### src/usp_pkg.sv
// constants for the four-mode serial port: register map, field positions,
// mode codes and bit-timing counts
// assumes a core clock of 25 MHz feeding the port directly
package usp_pkg;
    // ****************************************
    // register map
    // ****************************************
    localparam logic [7:0] USP_ADDR_CONTROL = 8'h98;
    localparam logic [7:0] USP_ADDR_BUFFER  = 8'h99;
    localparam logic [7:0] USP_CONTROL_RST  = 8'h00;
    localparam logic [7:0] USP_READ_NONE    = 8'h00;

    localparam int unsigned USP_BIT_MODE_HI = 7;
    localparam int unsigned USP_BIT_MODE_LO = 6;
    localparam int unsigned USP_BIT_MP      = 5;
    localparam int unsigned USP_BIT_RX_EN   = 4;
    localparam int unsigned USP_BIT_TX9     = 3;
    localparam int unsigned USP_BIT_RX9     = 2;
    localparam int unsigned USP_BIT_TXF     = 1;
    localparam int unsigned USP_BIT_RXF     = 0;

    // ****************************************
    // modes
    // ****************************************
    localparam logic [1:0] USP_MODE_SHIFT = 2'h0;
    localparam logic [1:0] USP_MODE_VAR8  = 2'h1;
    localparam logic [1:0] USP_MODE_FIX9  = 2'h2;

    // ****************************************
    // timing
    // ****************************************
    localparam int         USP_CORE_HZ      = 25_000_000;
    localparam logic [3:0] USP_SHIFT_LAST   = 4'hB;
    localparam logic [3:0] USP_SHIFT_RISE   = 4'h6;
    localparam logic [1:0] USP_FIX_LAST_64  = 2'h3;
    localparam logic [1:0] USP_FIX_LAST_32  = 2'h1;
    localparam logic [3:0] USP_TICK_LAST    = 4'hF;
    localparam logic [3:0] USP_TICK_MID     = 4'h7;
    localparam logic [3:0] USP_M0_LAST_BIT  = 4'h7;
    localparam logic [3:0] USP_TX_STOP8     = 4'h9;
    localparam logic [3:0] USP_TX_STOP9     = 4'hA;
    localparam logic [3:0] USP_RX_LAST8     = 4'h8;
    localparam logic [3:0] USP_RX_LAST9     = 4'h9;

    localparam int USP_DATA_W     = 8;
    localparam int USP_FIFO_DEPTH = 16;

    typedef enum logic {USP_TX_IDLE, USP_TX_RUN} usp_tx_state_type;
    typedef enum logic [1:0] {USP_RX_IDLE, USP_RX_START, USP_RX_DATA} usp_rx_state_type;
endpackage

### src/usp_serial_port.sv
// four-mode serial port with transmit fifo
// assumes timer overflow pulses are one clock wide on clk_sys_in
// Behaviour
// - full duplex; receive buffer separate from shifter
// - buffer address: write transmits, read receives
// - two mode bits select one of four modes
// - 8-bit mode: multiproc needs valid stop bit
// - 9-bit modes: multiproc drops ninth bit zero
// - receive only while receive enable set
// - ninth bit sent from control; received latched
// - transmit flag: eighth bit end or stop start
// - receive flag: eighth bit end or mid-stop
// - shift mode: data on rxd, clock on txd
// - shift receive starts when enabled, flag clear
// - 8-bit frame: start, eight data, stop
// - 8-bit transmit: stop bit loaded ninth position
// - async receive starts on falling rxd edge
// - load buffer only if flag clear, filter passes
// - fixed 9-bit rate core/64 or core/32
// - 9-bit transmit starts on next rate tick
// - variable 9-bit mode uses timer rates
// - buffer write queues a byte; a full fifo drops it
// - 8-bit mode rate from timer overflows
// - timer b as rate source blocks its flag
// - timer a rate: overflow times 2^double over 32
// - timer b: sixteen overflows per bit
// - clock selects pick timer b per direction
`timescale 1ns/1ps
`default_nettype none

// ****************************************
// fifo
// ****************************************
module usp_fifo #(
    parameter int WIDTH = 8,
    parameter int DEPTH = 16
) (
    input  wire logic             clk_sys_in,
    input  wire logic             reset_n_in,
    input  wire logic             ce_in,
    input  wire logic             in_valid_in,
    output logic                  in_ready_out,
    input  wire logic [WIDTH-1:0] in_data_in,
    output logic                  out_valid_out,
    input  wire logic             out_ready_in,
    output logic      [WIDTH-1:0] out_data_out
);
    localparam int AW = $clog2(DEPTH);
    logic [WIDTH-1:0] mem_reg [DEPTH];
    logic [AW-1:0]    wr_ptr_reg;
    logic [AW-1:0]    rd_ptr_reg;
    logic [AW:0]      count_reg;
    logic             push;
    logic             pop;

    assign in_ready_out  = count_reg != (AW+1)'(DEPTH);
    assign out_valid_out = count_reg != '0;
    assign out_data_out  = mem_reg[rd_ptr_reg];
    assign push          = ce_in && in_valid_in && in_ready_out;
    assign pop           = ce_in && out_valid_out && out_ready_in;

    always_ff @(posedge clk_sys_in) begin
        if (push) begin
            mem_reg[wr_ptr_reg] <= in_data_in;
        end
    end

    always_ff @(posedge clk_sys_in) begin
        if (!reset_n_in) begin
            wr_ptr_reg <= '0;
            rd_ptr_reg <= '0;
            count_reg  <= '0;
        end else begin
            if (push) begin
                wr_ptr_reg <= wr_ptr_reg + 1'b1;
            end
            if (pop) begin
                rd_ptr_reg <= rd_ptr_reg + 1'b1;
            end
            if (push && !pop) begin
                count_reg <= count_reg + 1'b1;
            end else if (pop && !push) begin
                count_reg <= count_reg - 1'b1;
            end
        end
    end
endmodule // usp_fifo

// ****************************************
// serial port
// ****************************************
module usp_serial_port (
    input  wire logic       clk_sys_in,
    input  wire logic       reset_n_in,
    input  wire logic       ce_in,
    input  wire logic [7:0] sfr_addr_in,
    input  wire logic [7:0] sfr_wdata_in,
    input  wire logic       sfr_wr_in,
    input  wire logic       sfr_rd_in,
    output logic      [7:0] sfr_rdata_out,
    output logic            tx_fifo_ready_out,
    input  wire logic       rate_double_in,
    input  wire logic       tx_clock_select_in,
    input  wire logic       rx_clock_select_in,
    input  wire logic       timer_a_overflow_in,
    input  wire logic       timer_b_overflow_in,
    output logic            timer_b_overflow_block_out,
    input  wire logic       rxd_in,
    output logic            rxd_out,
    output logic            rxd_oe_n_out,
    output logic            txd_out,
    output logic            tx_done_flag_out,
    output logic            rx_done_flag_out
);
    import usp_pkg::*;

    logic [7:0]       ctl_reg;
    logic [7:0]       rx_buf_reg;
    logic [7:0]       rdata_reg;
    logic             rxd_meta_reg;
    logic             rxd_sync_reg;
    logic             rx_prev_reg;
    logic [1:0]       fix_cnt_reg;
    logic             t1_half_reg;
    usp_tx_state_type tx_state_reg;
    logic [10:0]      tx_shift_reg;
    logic [3:0]       tx_bit_reg;
    logic [3:0]       tx_sub_reg;
    logic [3:0]       m0_cnt_reg;
    logic             m0_rx_reg;
    logic             tx_wait_reg;
    logic             txd_reg;
    logic             txd_next;
    usp_rx_state_type rx_state_reg;
    logic [8:0]       rx_shift_reg;
    logic [3:0]       rx_bit_reg;
    logic [3:0]       rx_sub_reg;
    logic [1:0]       mode;
    logic             is_m0;
    logic             is_m1;
    logic             fix_tick;
    logic             t1_tick;
    logic             tx_tick;
    logic             rx_tick;
    logic             wr_ctl;
    logic             wr_buf;
    logic             fifo_valid;
    logic [7:0]       fifo_data;
    logic [3:0]       tx_stop;
    logic [3:0]       rx_last;
    logic             tx_set;
    logic             m0_rx_done;
    logic             rx_final;
    logic             ninth_v;
    logic [7:0]       data_v;
    logic             rx_accept;

    // ****************************************
    // decode and mode
    // ****************************************
    assign mode    = {ctl_reg[USP_BIT_MODE_HI], ctl_reg[USP_BIT_MODE_LO]};
    assign is_m0   = mode == USP_MODE_SHIFT;
    assign is_m1   = mode == USP_MODE_VAR8;
    assign wr_ctl  = ce_in && sfr_wr_in && sfr_addr_in == USP_ADDR_CONTROL;
    assign wr_buf  = ce_in && sfr_wr_in && sfr_addr_in == USP_ADDR_BUFFER;
    assign tx_stop = is_m1 ? USP_TX_STOP8 : USP_TX_STOP9;
    assign rx_last = is_m1 ? USP_RX_LAST8 : USP_RX_LAST9;

    // the fifo lets software queue bytes; a full fifo drops the write,
    // which shows on tx_fifo_ready_out
    usp_fifo #(
        .WIDTH (USP_DATA_W),
        .DEPTH (USP_FIFO_DEPTH)
    ) u_tx_fifo (
        .clk_sys_in    (clk_sys_in),
        .reset_n_in    (reset_n_in),
        .ce_in         (ce_in),
        .in_valid_in   (wr_buf),
        .in_ready_out  (tx_fifo_ready_out),
        .in_data_in    (sfr_wdata_in),
        .out_valid_out (fifo_valid),
        .out_ready_in  (tx_state_reg == USP_TX_IDLE),
        .out_data_out  (fifo_data)
    );

    // ****************************************
    // rate ticks, sixteen per bit
    // ****************************************
    assign fix_tick = fix_cnt_reg == (rate_double_in ? USP_FIX_LAST_32 : USP_FIX_LAST_64);
    assign t1_tick  = timer_a_overflow_in && (rate_double_in || t1_half_reg);
    assign tx_tick  = mode == USP_MODE_FIX9 ? fix_tick :
                      (tx_clock_select_in ? timer_b_overflow_in : t1_tick);
    assign rx_tick  = mode == USP_MODE_FIX9 ? fix_tick :
                      (rx_clock_select_in ? timer_b_overflow_in : t1_tick);
    assign timer_b_overflow_block_out = tx_clock_select_in || rx_clock_select_in;

    always_ff @(posedge clk_sys_in) begin
        if (!reset_n_in) begin
            fix_cnt_reg <= '0;
            t1_half_reg <= 1'b0;
        end else if (ce_in) begin
            fix_cnt_reg <= fix_tick ? '0 : fix_cnt_reg + 1'b1;
            if (timer_a_overflow_in) begin
                t1_half_reg <= !t1_half_reg;
            end
        end
    end

    // ****************************************
    // pin synchroniser
    // ****************************************
    always_ff @(posedge clk_sys_in) begin
        if (!reset_n_in) begin
            rxd_meta_reg <= 1'b1;
            rxd_sync_reg <= 1'b1;
            rx_prev_reg  <= 1'b1;
        end else if (ce_in) begin
            rxd_meta_reg <= rxd_in;
            rxd_sync_reg <= rxd_meta_reg;
            rx_prev_reg  <= rxd_sync_reg;
        end
    end

    // ****************************************
    // transmitter, also runs shift-mode receive
    // ****************************************
    assign tx_set = ce_in && tx_state_reg == USP_TX_RUN &&
                    (is_m0 ? (!m0_rx_reg && m0_cnt_reg == USP_SHIFT_LAST &&
                              tx_bit_reg == USP_M0_LAST_BIT)
                           : (tx_tick && !tx_wait_reg && tx_sub_reg == USP_TICK_LAST &&
                              tx_bit_reg == tx_stop - 4'h1));
    assign m0_rx_done = ce_in && tx_state_reg == USP_TX_RUN && is_m0 && m0_rx_reg &&
                        m0_cnt_reg == USP_SHIFT_LAST && tx_bit_reg == USP_M0_LAST_BIT;

    always_ff @(posedge clk_sys_in) begin
        if (!reset_n_in) begin
            tx_state_reg <= USP_TX_IDLE;
            tx_shift_reg <= '1;
            tx_bit_reg   <= '0;
            tx_sub_reg   <= '0;
            m0_cnt_reg   <= '0;
            m0_rx_reg    <= 1'b0;
            tx_wait_reg  <= 1'b0;
        end else if (ce_in) begin
            case (tx_state_reg)
                USP_TX_IDLE: begin
                    tx_bit_reg <= '0;
                    tx_sub_reg <= '0;
                    m0_cnt_reg <= '0;
                    if (fifo_valid) begin
                        tx_state_reg <= USP_TX_RUN;
                        m0_rx_reg    <= 1'b0;
                        tx_wait_reg  <= !is_m0;
                        // stop bit sits in the ninth slot in 8-bit mode
                        tx_shift_reg <= is_m0 ? {3'h7, fifo_data} :
                            {1'b1, is_m1 ? 1'b1 : ctl_reg[USP_BIT_TX9], fifo_data, 1'b0};
                    end else if (is_m0 && ctl_reg[USP_BIT_RX_EN] && !ctl_reg[USP_BIT_RXF]) begin
                        tx_state_reg <= USP_TX_RUN;
                        m0_rx_reg    <= 1'b1;
                        tx_wait_reg  <= 1'b0;
                    end
                end
                USP_TX_RUN: begin
                    if (is_m0) begin
                        m0_cnt_reg <= m0_cnt_reg == USP_SHIFT_LAST ? '0 : m0_cnt_reg + 1'b1;
                        if (m0_rx_reg && m0_cnt_reg == USP_SHIFT_RISE) begin
                            tx_shift_reg[7:0] <= {rxd_sync_reg, tx_shift_reg[7:1]};
                        end
                        if (m0_cnt_reg == USP_SHIFT_LAST) begin
                            if (!m0_rx_reg) begin
                                tx_shift_reg <= {1'b1, tx_shift_reg[10:1]};
                            end
                            tx_bit_reg <= tx_bit_reg + 1'b1;
                            if (tx_bit_reg == USP_M0_LAST_BIT) begin
                                tx_state_reg <= USP_TX_IDLE;
                            end
                        end
                    end else if (tx_tick) begin
                        if (tx_wait_reg) begin
                            tx_wait_reg <= 1'b0;
                        end else begin
                            tx_sub_reg <= tx_sub_reg + 1'b1;
                            if (tx_sub_reg == USP_TICK_LAST) begin
                                if (tx_bit_reg == tx_stop) begin
                                    tx_state_reg <= USP_TX_IDLE;
                                end else begin
                                    tx_shift_reg <= {1'b1, tx_shift_reg[10:1]};
                                    tx_bit_reg   <= tx_bit_reg + 1'b1;
                                end
                            end
                        end
                    end
                end
                default: tx_state_reg <= USP_TX_IDLE;
            endcase
        end
    end

    // shift clock is low for the first half of each bit
    always_comb begin
        txd_next = 1'b1;
        if (tx_state_reg == USP_TX_RUN && is_m0) begin
            txd_next = m0_cnt_reg >= USP_SHIFT_RISE;
        end else if (tx_state_reg == USP_TX_RUN && !tx_wait_reg) begin
            txd_next = tx_shift_reg[0];
        end
    end

    always_ff @(posedge clk_sys_in) begin
        if (!reset_n_in) begin
            txd_reg <= 1'b1;
        end else if (ce_in) begin
            txd_reg <= txd_next;
        end
    end

    assign txd_out      = txd_reg;
    assign rxd_out      = tx_shift_reg[0];
    assign rxd_oe_n_out = !(tx_state_reg == USP_TX_RUN && is_m0 && !m0_rx_reg);

    // ****************************************
    // asynchronous receiver
    // ****************************************
    assign rx_final = ce_in && rx_tick && rx_state_reg == USP_RX_DATA &&
                      rx_sub_reg == USP_TICK_MID && rx_bit_reg == rx_last;
    // in 8-bit mode the last sample is the stop bit and goes to the ninth field
    assign ninth_v  = is_m1 ? rxd_sync_reg : rx_shift_reg[8];
    assign data_v   = is_m1 ? rx_shift_reg[8:1] : rx_shift_reg[7:0];
    assign rx_accept = rx_final && !ctl_reg[USP_BIT_RXF] &&
                       (!ctl_reg[USP_BIT_MP] || ninth_v);

    always_ff @(posedge clk_sys_in) begin
        if (!reset_n_in) begin
            rx_state_reg <= USP_RX_IDLE;
            rx_shift_reg <= '0;
            rx_bit_reg   <= '0;
            rx_sub_reg   <= '0;
        end else if (ce_in) begin
            if (!ctl_reg[USP_BIT_RX_EN] || is_m0) begin
                rx_state_reg <= USP_RX_IDLE;
            end else begin
                case (rx_state_reg)
                    USP_RX_IDLE: begin
                        rx_sub_reg <= '0;
                        rx_bit_reg <= '0;
                        if (rx_prev_reg && !rxd_sync_reg) begin
                            rx_state_reg <= USP_RX_START;
                        end
                    end
                    USP_RX_START: begin
                        if (rx_tick) begin
                            rx_sub_reg <= rx_sub_reg + 1'b1;
                            // a glitch shorter than half a bit is not a start
                            if (rx_sub_reg == USP_TICK_MID) begin
                                rx_state_reg <= rxd_sync_reg ? USP_RX_IDLE : USP_RX_DATA;
                            end
                        end
                    end
                    USP_RX_DATA: begin
                        if (rx_tick) begin
                            rx_sub_reg <= rx_sub_reg + 1'b1;
                            if (rx_sub_reg == USP_TICK_MID) begin
                                if (rx_bit_reg == rx_last) begin
                                    rx_state_reg <= USP_RX_IDLE;
                                end else begin
                                    rx_shift_reg <= {rxd_sync_reg, rx_shift_reg[8:1]};
                                    rx_bit_reg   <= rx_bit_reg + 1'b1;
                                end
                            end
                        end
                    end
                    default: rx_state_reg <= USP_RX_IDLE;
                endcase
            end
        end
    end

    // receive buffer: the shifter keeps working while this holds a byte
    always_ff @(posedge clk_sys_in) begin
        if (!reset_n_in) begin
            rx_buf_reg <= '0;
        end else if (rx_accept) begin
            rx_buf_reg <= data_v;
        end else if (m0_rx_done) begin
            rx_buf_reg <= tx_shift_reg[7:0];
        end
    end

    // ****************************************
    // control register; hardware set beats software clear
    // ****************************************
    always_ff @(posedge clk_sys_in) begin
        if (!reset_n_in) begin
            ctl_reg <= USP_CONTROL_RST;
        end else if (ce_in) begin
            if (wr_ctl) begin
                ctl_reg <= sfr_wdata_in;
            end
            if (rx_accept) begin
                ctl_reg[USP_BIT_RX9] <= ninth_v;
            end
            if (tx_set) begin
                ctl_reg[USP_BIT_TXF] <= 1'b1;
            end
            if (rx_accept || m0_rx_done) begin
                ctl_reg[USP_BIT_RXF] <= 1'b1;
            end
        end
    end

    always_ff @(posedge clk_sys_in) begin
        if (!reset_n_in) begin
            rdata_reg <= USP_READ_NONE;
        end else if (ce_in && sfr_rd_in) begin
            rdata_reg <= sfr_addr_in == USP_ADDR_CONTROL ? ctl_reg :
                         sfr_addr_in == USP_ADDR_BUFFER ? rx_buf_reg : USP_READ_NONE;
        end
    end

    assign sfr_rdata_out    = rdata_reg;
    assign tx_done_flag_out = ctl_reg[USP_BIT_TXF];
    assign rx_done_flag_out = ctl_reg[USP_BIT_RXF];

    // ****************************************
    // assertions
    // ****************************************
    rx_flag_sticky_a: assert property (@(posedge clk_sys_in) disable iff (!reset_n_in)
        (ctl_reg[USP_BIT_RXF] && !wr_ctl) |=> ctl_reg[USP_BIT_RXF])
        else $error("receive flag cleared without a write");
    tx_flag_cause_a: assert property (@(posedge clk_sys_in) disable iff (!reset_n_in)
        $rose(ctl_reg[USP_BIT_TXF]) |-> $past(tx_set) || $past(wr_ctl))
        else $error("transmit flag rose without cause");
    reset_idle_a: assert property (@(posedge clk_sys_in)
        $past(!reset_n_in) |-> txd_out && !tx_done_flag_out && !rx_done_flag_out)
        else $error("not idle after reset");
    rx_full_drop_a: assert property (@(posedge clk_sys_in) disable iff (!reset_n_in)
        (rx_final && ctl_reg[USP_BIT_RXF]) |=> $stable(rx_buf_reg))
        else $error("buffer overwritten while flag set");
    mp_ninth_drop_a: assert property (@(posedge clk_sys_in) disable iff (!reset_n_in)
        (rx_final && !is_m1 && ctl_reg[USP_BIT_MP] && !rx_shift_reg[8] && !wr_ctl)
        |=> $stable(ctl_reg[USP_BIT_RXF]))
        else $error("multiproc filter let zero ninth bit through");
    rx_disable_a: assert property (@(posedge clk_sys_in) disable iff (!reset_n_in)
        (ce_in && !ctl_reg[USP_BIT_RX_EN]) |=> rx_state_reg == USP_RX_IDLE)
        else $error("receiver busy while disabled");
    shift_clock_a: assert property (@(posedge clk_sys_in) disable iff (!reset_n_in)
        (ce_in && tx_state_reg == USP_TX_RUN && is_m0 && m0_cnt_reg == USP_SHIFT_RISE)
        |=> txd_out)
        else $error("shift clock not high in second half of bit");
    start_bit_low_a: assert property (@(posedge clk_sys_in) disable iff (!reset_n_in)
        ($fell(tx_wait_reg) && tx_state_reg == USP_TX_RUN && !is_m0) |=> !txd_out)
        else $error("start bit not low");
endmodule // usp_serial_port

`default_nettype wire

### config.mk
export PLATFORM = sky130hd
export DESIGN_NAME = usp_serial_port
export DESIGN_NICKNAME = d
export VERILOG_FILES = /design/src/usp_pkg.sv /design/src/usp_serial_port.sv
export SDC_FILE = /design/constraint.sdc
export NUM_CORES = 1
export LEC_CHECK = 0
export BUFFER_PORTS_ARGS = -buffer_cell sky130_fd_sc_hd__buf_4
export CAP_MARGIN = 25
export CORE_UTILIZATION = 45
export CTS_BUF_LIST = sky130_fd_sc_hd__clkbuf_16
export CTS_CLUSTER_SIZE = 24
export DETAILED_ROUTE_END_ITERATION = 8
export PLACE_DENSITY = 0.66
export SLEW_MARGIN = 20
export SYNTH_ARGS = -nofsm -noshare
export SYNTH_HDL_FRONTEND = slang
export SYNTH_SLANG_ARGS = --single-unit
### constraint.sdc
create_clock -name clk_sys_in -period 4.8 [get_ports clk_sys_in]
set_clock_uncertainty 0.15 [all_clocks]
set_input_delay 0.96 -clock clk_sys_in [delete_from_list [all_inputs] [get_ports clk_sys_in]]
set_output_delay 0.96 -clock clk_sys_in [all_outputs]
set_load 0.05 [all_outputs]
==> results by group, run 1 <==
Run status
  • Run status: completed

Clock tree
  • TritonCTS clock tree: built
  • Clk_lat worst skew: 0.52 ns
  • Post-CTS Resized: 0
  • Post-CTS setup buffers: 0
  • CTS max path bufs: 3
  • Htree depth: 1
  • CTS Sinks: 221
  • Root Buffer: clkbuf_16
  • Inserted Clock Buffers: 24
  • Worst-path clk slew: approximately 0.060 ns
  • Hold Buf Count CTS: 0

Finish
  • Fill cell count: between 1.5k and 2k
  • Max reg flops: 128
  • Final Cell Area: about 11,000 sq um
  • Post-layout util: 0.520
  • Seq. cell area: ~5700 sq um
  • # nets final: 869
  • Multi-input gate area: about 4000 sq um
  • Layout area overhead: 13.6%
  • Share of layout cells above drive strength 1: 0.190
  • Ant. Diodes: 0

Global routing
  • Vias in the first global route: around 6.0k
  • GR Util met1: 0.292
  • Initial antenna violation count: 0
  • First-pass GRT wire length: about 34 mm
  • M2 GR Usage: 0.307
  • Global route hottest layer: met2
  • All-Layer GR Usage: 0.199
  • GR Overflow Total: 0
  • Largest net degree at the start of global routing: 39
  • Met3 usage: 0.0325

Synth
  • Post-Synth XOR/XNOR Area: 0.0167
  • Post-synthesis mux area share: 0.142
  • Post-Syn Instances: around 780
  • Most common flop cell mapped by yosys: edfxtp_1
  • Mapped Nets: around 830
  • Mean Syn Cell Area: ~13 sq um
  • Post-synthesis async set-or-reset flop share: 0
  • Seq/Total Area, Yosys: 0.573
  • Largest family of logic cells by synthesized area: multiplexers
  • Synth Area in Simple Gates: 0.122
  • Synthesis warning total: 0
  • Seq cells post-synth: 221
  • Synth Area in Adders: 0.0246
  • Compound-cell area share of the yosys netlist: 0.0948
  • Synth Cell Area: between 9000 and 10,000 sq um
  • Yosys cell types: 78
  • Post-synth EDFFs: 128

Critical path
  • Reg-to-reg slack, setup: between 1 and 1.5 ns
  • Critical path arrival: 3.65 ns
  • Worst-path fanout max: 4
  • Startpoint Class: primary input
  • Worst R2R Path Depth: 13
  • Reg-to-reg startpoint: u_tx_fifo.count_reg[0]
  • Worst reg2reg path endpoint: u_tx_fifo.count_reg[4]
  • WP data required: between 5 and 6 ns
  • Crit Path Class: in2reg
  • Worst setup EP type: register

Detailed routing
  • DRC viols: 0
  • Vias: approximately 6.5k
  • Via density: roughly 5.8
  • WL/cell: between 15 and 20 um
  • Post-route ant nets: 0
  • Drt total wl: 22.2 mm
  • Drt initial violations: between 400 and 500
  • Drt pass-1 iters: 5

Timing
  • Final setup violation count: 0
  • Worst hold margin: 0.302 ns
  • Final TNS setup: 0 ns
  • RSZ-0062 raised after global routing: no
  • Final hold vios: 0
  • Achievable Freq: around 300 MHz
  • Rel. slew slack: 0.281
  • Final period utilization: 0.700
  • Worst Tran Pin Value: ~1.1 ns
  • Slew Viols, Final: 0
  • Post-layout minimum cycle time: 3.36 ns
  • Final WS setup: between 1 and 1.5 ns

Pwr
  • VDD IR max: ~280 uV
  • Leakage power: 3.79 nW
  • Pwr Density: ~410 nW/um^2

Die
  • Chip Height: 151 um
  • I/O pins: between 40 and 50
  • Initial Util: 0.458
  • Die Wd: about 150 um
  • Core ar.: approximately 22,000 sq um
  • Full die area: 22,700 sq um
  • FP Rows: 54

Placement
  • DP Worst Slack: roughly 0.9 ns
  • Placed Area: roughly 10,000 sq um
  • Port bufs: between 40 and 50
  • Routability cong.: around 0.82
  • Dpl hpwl: between 10 and 15 mm

Hold path
  • Cells on Worst Hold Path: 1
  • Hold Crit Start: tx_shift_reg[10]
  • Hold endpoint: tx_shift_reg[10]
  • HP Class: reg2reg

Run
  • Max Cap Viol: 0
-- routing by layer --
| layer | wire (um) | share of wire | vias up |
|---|---|---|---|
| met5 | 0 | 0 | - |
| met1 | 10400 | 0.47 | 3167 |
| li1 | - | - | 3064 |
| met4 | 359 | 0.016 | 0 |
| met2 | 10200 | 0.46 | 188 |
| met3 | 1240 | 0.056 | 31 |
-- worst max-delay path, stage by stage --
cell and delay, ns:
buf_4 0.10, or3b_1 0.43, nor3_4 0.23, and4_1 0.27, ha_1 0.19, inv_1 0.11
fa_1 0.47, a21o_1 0.18, a21oi_1 0.17, xnor2_1 0.09, or3_1 0.30, a21oi_1 0.14
-- power breakdown --
| part | internal, mW | total (mW) | switching [mW] |
|---|---|---|---|
| logic | 0.255 | 0.562 | 0.307 |
| clock network | 1.16 | 1.91 | 0.748 |
| registers | 2.07 | 2.19 | 0.117 |
-- cell type report --
| class | count | share of cell area |
|---|---|---|
| timing repair buffer | 54 | 0.0358 |
| multi-input combinational | 510 | 0.352 |
| clock buffer | 25 | 0.0553 |
| clock inverter | 19 | 0.0177 |
| inverter | 12 | 0.00398 |
| tap | 280 | 0.0310 |
| sequential | 221 | 0.505 |
-- worst max path at each step --
| stage | startpoint | endpoint | slack (ns) | cells past startpoint |
|---|---|---|---|---|
| 6_report | sfr_addr_in[5] | u_tx_fifo.count_reg[4] | 1.44 | 12 |
| 4_1_cts | u_tx_fifo.count_reg[0] | u_tx_fifo.count_reg[4] | 1.44 | 13 |
| 5_1_grt | u_tx_fifo.count_reg[0] | u_tx_fifo.count_reg[4] | 1.18 | 13 |
| 3_5_place_dp | sfr_addr_in[5] | u_tx_fifo.count_reg[4] | 0.92 | 12 |
| 3_3_place_gp | sfr_addr_in[5] | u_tx_fifo.count_reg[4] | 0.92 | 12 |
| 2_1_floorplan | sfr_addr_in[5] | u_tx_fifo.count_reg[4] | 1.02 | 12 |
-- cell usage in the layout (no fill, tap or decap), types with 13 or more instances in the layout --
cell	synthesis	final
inv_1	11	14
dfxtp_1	93	92
nor3_1	20	20
buf_4	5	54
clkbuf_16	0	25
nor2_1	93	93
a21oi_1	22	22
nand3_1	19	19
edfxtp_1	128	128
o21ai_0	13	13
ha_1	18	18
a22oi_1	13	13
nand2_1	45	45
mux4_2	27	27
mux2i_1	43	43
mux2_2	26	26
-- through the flow --
step | cells | power (mW)
floorplan | 783 | 2.62
global placement | 1077 | 2.78
detailed placement | 1077 | 2.79
CTS | 1121 | 4.69
global route | 1121 | 4.83
finish | 1121 | 4.66
-- synth_stat cells (all sizes together), types with 6 or more instances --
cell type,n,share of area
edfxtp,128,0.39
nor2,94,0.036
dfxtp,93,0.19
nand2,45,0.017
mux2i,43,0.043
mux4,30,0.069
mux2,26,0.029
a21oi,23,0.012
nor3,22,0.013
buf,21,0.016
clkbuf,19,0.0072
nand3,19,0.0095
ha,18,0.023
o21ai,17,0.0085
a22oi,13,0.0098
a211oi,12,0.0090
inv,12,0.0045
xor2,12,0.011
a31oi,11,0.0069
nand2b,10,0.0070
o211ai,10,0.0075
a221oi,8,0.0070
a211o,7,0.0062
xnor2,7,0.0062
nor2b,6,0.0045
-- cell families (layout without fill, tap and decap cells) --
kind of cell               Yosys count  in the layout
AOI/OAI and AO/OA                  131            131
DFF                                221            221
xor gates and xnor gates            19             19
and+or+nand+nor                    242            242
buffers and inverters               52            110
adders and majority gates           19             19
muxes                               99             99
Power figures use the tool's default switching activity.
==> run 2, diff against run 1 <==
- PLACE_DENSITY: 0.66 -> 0.69
- clock period: 4.8 -> 2.85 ns (I/O delays scaled with it)
==> run 2 against run 1 <==
Compared with the run above:
- worst hold slack worse by 0.15 ns
- die area stayed put
- clock power increased by 67%
- sequential share of layout area shrank 1.8 points
- non-clock buffer count grew 43
- total power grew 71%
- critical path type unchanged
- utilization grew 2.0 points
- sequential power rose by 65%
==> results by group, run 2 (synthesized netlist as in run 1, its figures left out) <==
Run status
  • Run status: completed (unchanged)

Pwr
  • Design Power: 7.97 mW (was 4.66 mW)
  • Net Sw Frac: 0.252 (about the same)
  • Leakage power: 4.05 nW (was 3.79 nW)
  • Switching pwr: 2.01 mW (was 1.17 mW)
  • Int Pwr: 5.97 mW (was 3.49 mW)
  • VDD IR max: 451 uV (was 281 uV)
  • Sequential power share: 0.455 (was 0.470)
  • Comb pwr share: 0.145 (was 0.121)
  • Pwr Density: 679 nW/um^2 (was 412 nW/um^2)
  • Clk pwr share: 0.400 (was 0.410)

Timing
  • Achievable Freq: ~360 MHz
  • Final WS setup: 0.106 ns (was 1.44 ns)
  • Rel. slew slack: 0.326 (was 0.281)
  • Post-layout minimum cycle time: approximately 2.7 ns
  • RSZ-0062 raised after global routing: yes (was no)
  • Final hold vios: 0 (unchanged)
  • Final TNS setup: 0 ns (unchanged)
  • Slew Viols, Final: 0 (unchanged)
  • Worst Tran Pin Value: 1.00 ns (was 1.08 ns)
  • Final period utilization: 0.963
  • Final setup violation count: 0 (unchanged)

Detailed routing
  • Drt total wl: 22.7 mm (was 22.2 mm)
  • Post-route ant nets: 0 (unchanged)
  • Via density: 5.75 (about the same)
  • Drt pass-1 iters: 4 (was 5)
  • DRC viols: 0 (unchanged)
  • Vias: 6,686 (was 6,450)
  • Drt initial violations: 418 (was 460)
  • WL/cell: 19.6 um (was 19.8 um)

Die
  • I/O pins: 42 (unchanged)
  • FP Rows: 54 (unchanged)
  • Initial Util: 0.458 (unchanged)
  • Chip Height: 151 um (unchanged)
  • Full die area: 22,700 sq um (unchanged)
  • Die Wd: 151 um (unchanged)
  • Core ar.: 21,800 sq um (unchanged)

Global routing
  • Initial antenna violation count: 0 (unchanged)
  • First-pass GRT wire length: 35.3 mm (was 34.2 mm)
  • Global route hottest layer: met2 (unchanged)
  • GR Overflow Total: 0 (unchanged)
  • Largest net degree at the start of global routing: 44 (was 39)
  • M2 GR Usage: 0.331 (was 0.307)
  • Vias in the first global route: 6,384 (was 5,958)
  • All-Layer GR Usage: 0.205 (was 0.199)
  • Met3 usage: 0.0274 (was 0.0325)
  • GR Util met1: 0.284 (was 0.292)

Finish
  • Most frequent cells in the layout: 128 x edfxtp_1, 93 x buf_4, 92 x nor2_1, 92 x dfxtp_1, 45 x nand2_1 (was 128 x edfxtp_1, 93 x nor2_1, 92 x dfxtp_1)
  • Most common library cell in the layout ignoring fill and taps: edfxtp_1 (unchanged)
  • Ant. Diodes: 0 (unchanged)
  • Layout area overhead: 17.8% (was 13.6%)
  • # nets final: 913 (was 869)
  • Share of layout cells above drive strength 1: 0.244 (was 0.190)
  • Max reg flops: 128 (unchanged)

Placement
  • Port bufs: 41 (unchanged)
  • Routability cong.: 0.853 (was 0.820)
  • DP Worst Slack: -0.391 ns (was 0.924 ns)
  • Dpl hpwl: 15.5 mm (was 14.8 mm)

Critical path
  • WP data required: 3.14 ns (was 5.09 ns)
  • Crit Path Class: in2reg (unchanged)
  • Worst R2R Path Depth: 12 (was 13)
  • Startpoint Class: primary input (unchanged)
  • Worst setup EP type: register (unchanged)
  • Worst reg2reg path endpoint: u_tx_fifo.count_reg[4] (unchanged)
  • Critical path arrival: 3.03 ns (was 3.65 ns)
  • Worst-path fanout max: 3 (was 4)
  • Reg-to-reg startpoint: u_tx_fifo.count_reg[0] (unchanged)
  • Reg-to-reg slack, setup: 0.12 ns (was 1.45 ns)

Clock tree
  • Worst-path clk slew: 0.06 ns (about the same)
  • TritonCTS clock tree: built (unchanged)
  • CTS Sinks: 221 (unchanged)
  • Post-CTS Resized: 1 (was 0)
  • Root Buffer: clkbuf_16 (unchanged)
  • Clk_lat worst skew: 0.52 ns (about the same)
  • CTS max path bufs: 3 (unchanged)
  • Hold Buf Count CTS: 0 (unchanged)
  • Post-CTS setup buffers: 0 (unchanged)
  • Htree depth: 1 (unchanged)
  • Inserted Clock Buffers: 25 (was 24)

Hold path
  • Cells on Worst Hold Path: 3 (was 1)
  • HP Class: in2reg (was reg2reg)
  • Hold Crit Start: rxd_in (was tx_shift_reg[10])
  • Hold endpoint: rxd_meta_reg (was tx_shift_reg[10])

Run
  • Max Cap Viol: 0 (unchanged)
run 2: stage by stage:
stage / utilization / cells / hold slack (ns) / cell area, sq um
CTS: 0.539 / 1162 / 0.141 / 11700
detailed placement: 0.502 / 1120 / 0.283 / 10900
floorplan: - / 783 / 0.265 / 10000
finish: 0.540 / 1162 / 0.151 / 11700
global placement: 0.502 / 1120 / 0.277 / 10900
global route: 0.540 / 1162 / 0.166 / 11700
run 2: area by class of cell:
cell class	count	area (sq um)
Clock buffer	25	626
Timing Repair Buffer	97	778
Tap cell	280	350
Fill cell	1853	10000
Inverter	12	47.5
Multi-Input combinational cell	510	4050
Sequential cell	221	5710
Clock inverter	17	184
run 2: power groups by stage:
stage / clock, mW / combinational (mW) / sequential (mW)
2_1_floorplan: 0 / 0.744 / 3.68
3_3_place_gp: 0 / 1.13 / 3.69
3_5_place_dp: 0 / 1.14 / 3.69
4_1_cts: 3.24 / 1.16 / 3.62
5_1_grt: 3.35 / 1.26 / 3.63
6_report: 3.19 / 1.16 / 3.62
run 2: worst max-delay path, cell delays in order:
cell and delay, ns:
buf_4 0.11, or3b_4 0.40, nor3_4 0.26, and4_1 0.30
ha_4 0.17, inv_4 0.05, fa_2 0.34, a21o_1 0.19
a21oi_2 0.13, xnor2_1 0.08, or3_1 0.31, a21oi_1 0.12
run 2: how the worst max path moves through the flow:
stage                              start                      to  slack (ns)  cells after the start
after floorplan           sfr_addr_in[5]  u_tx_fifo.count_reg[4]       -0.33                     12
after global placement    sfr_addr_in[5]  u_tx_fifo.count_reg[4]       -0.37                     12
after detailed placement  sfr_addr_in[5]  u_tx_fifo.count_reg[4]       -0.39                     12
after CTS                     ctl_reg[7]            rxd_oe_n_out      0.0002                      4
after global routing      sfr_addr_in[5]  u_tx_fifo.count_reg[4]      -0.003                     12
final                     sfr_addr_in[5]  u_tx_fifo.count_reg[4]        0.11                     12
run 2: per-layer routing:
metal	part of all wire	up-vias
met2	0.48	182
met1	0.44	3316
met5	0	-
met4	0.027	0
li1	-	3142
met3	0.050	46
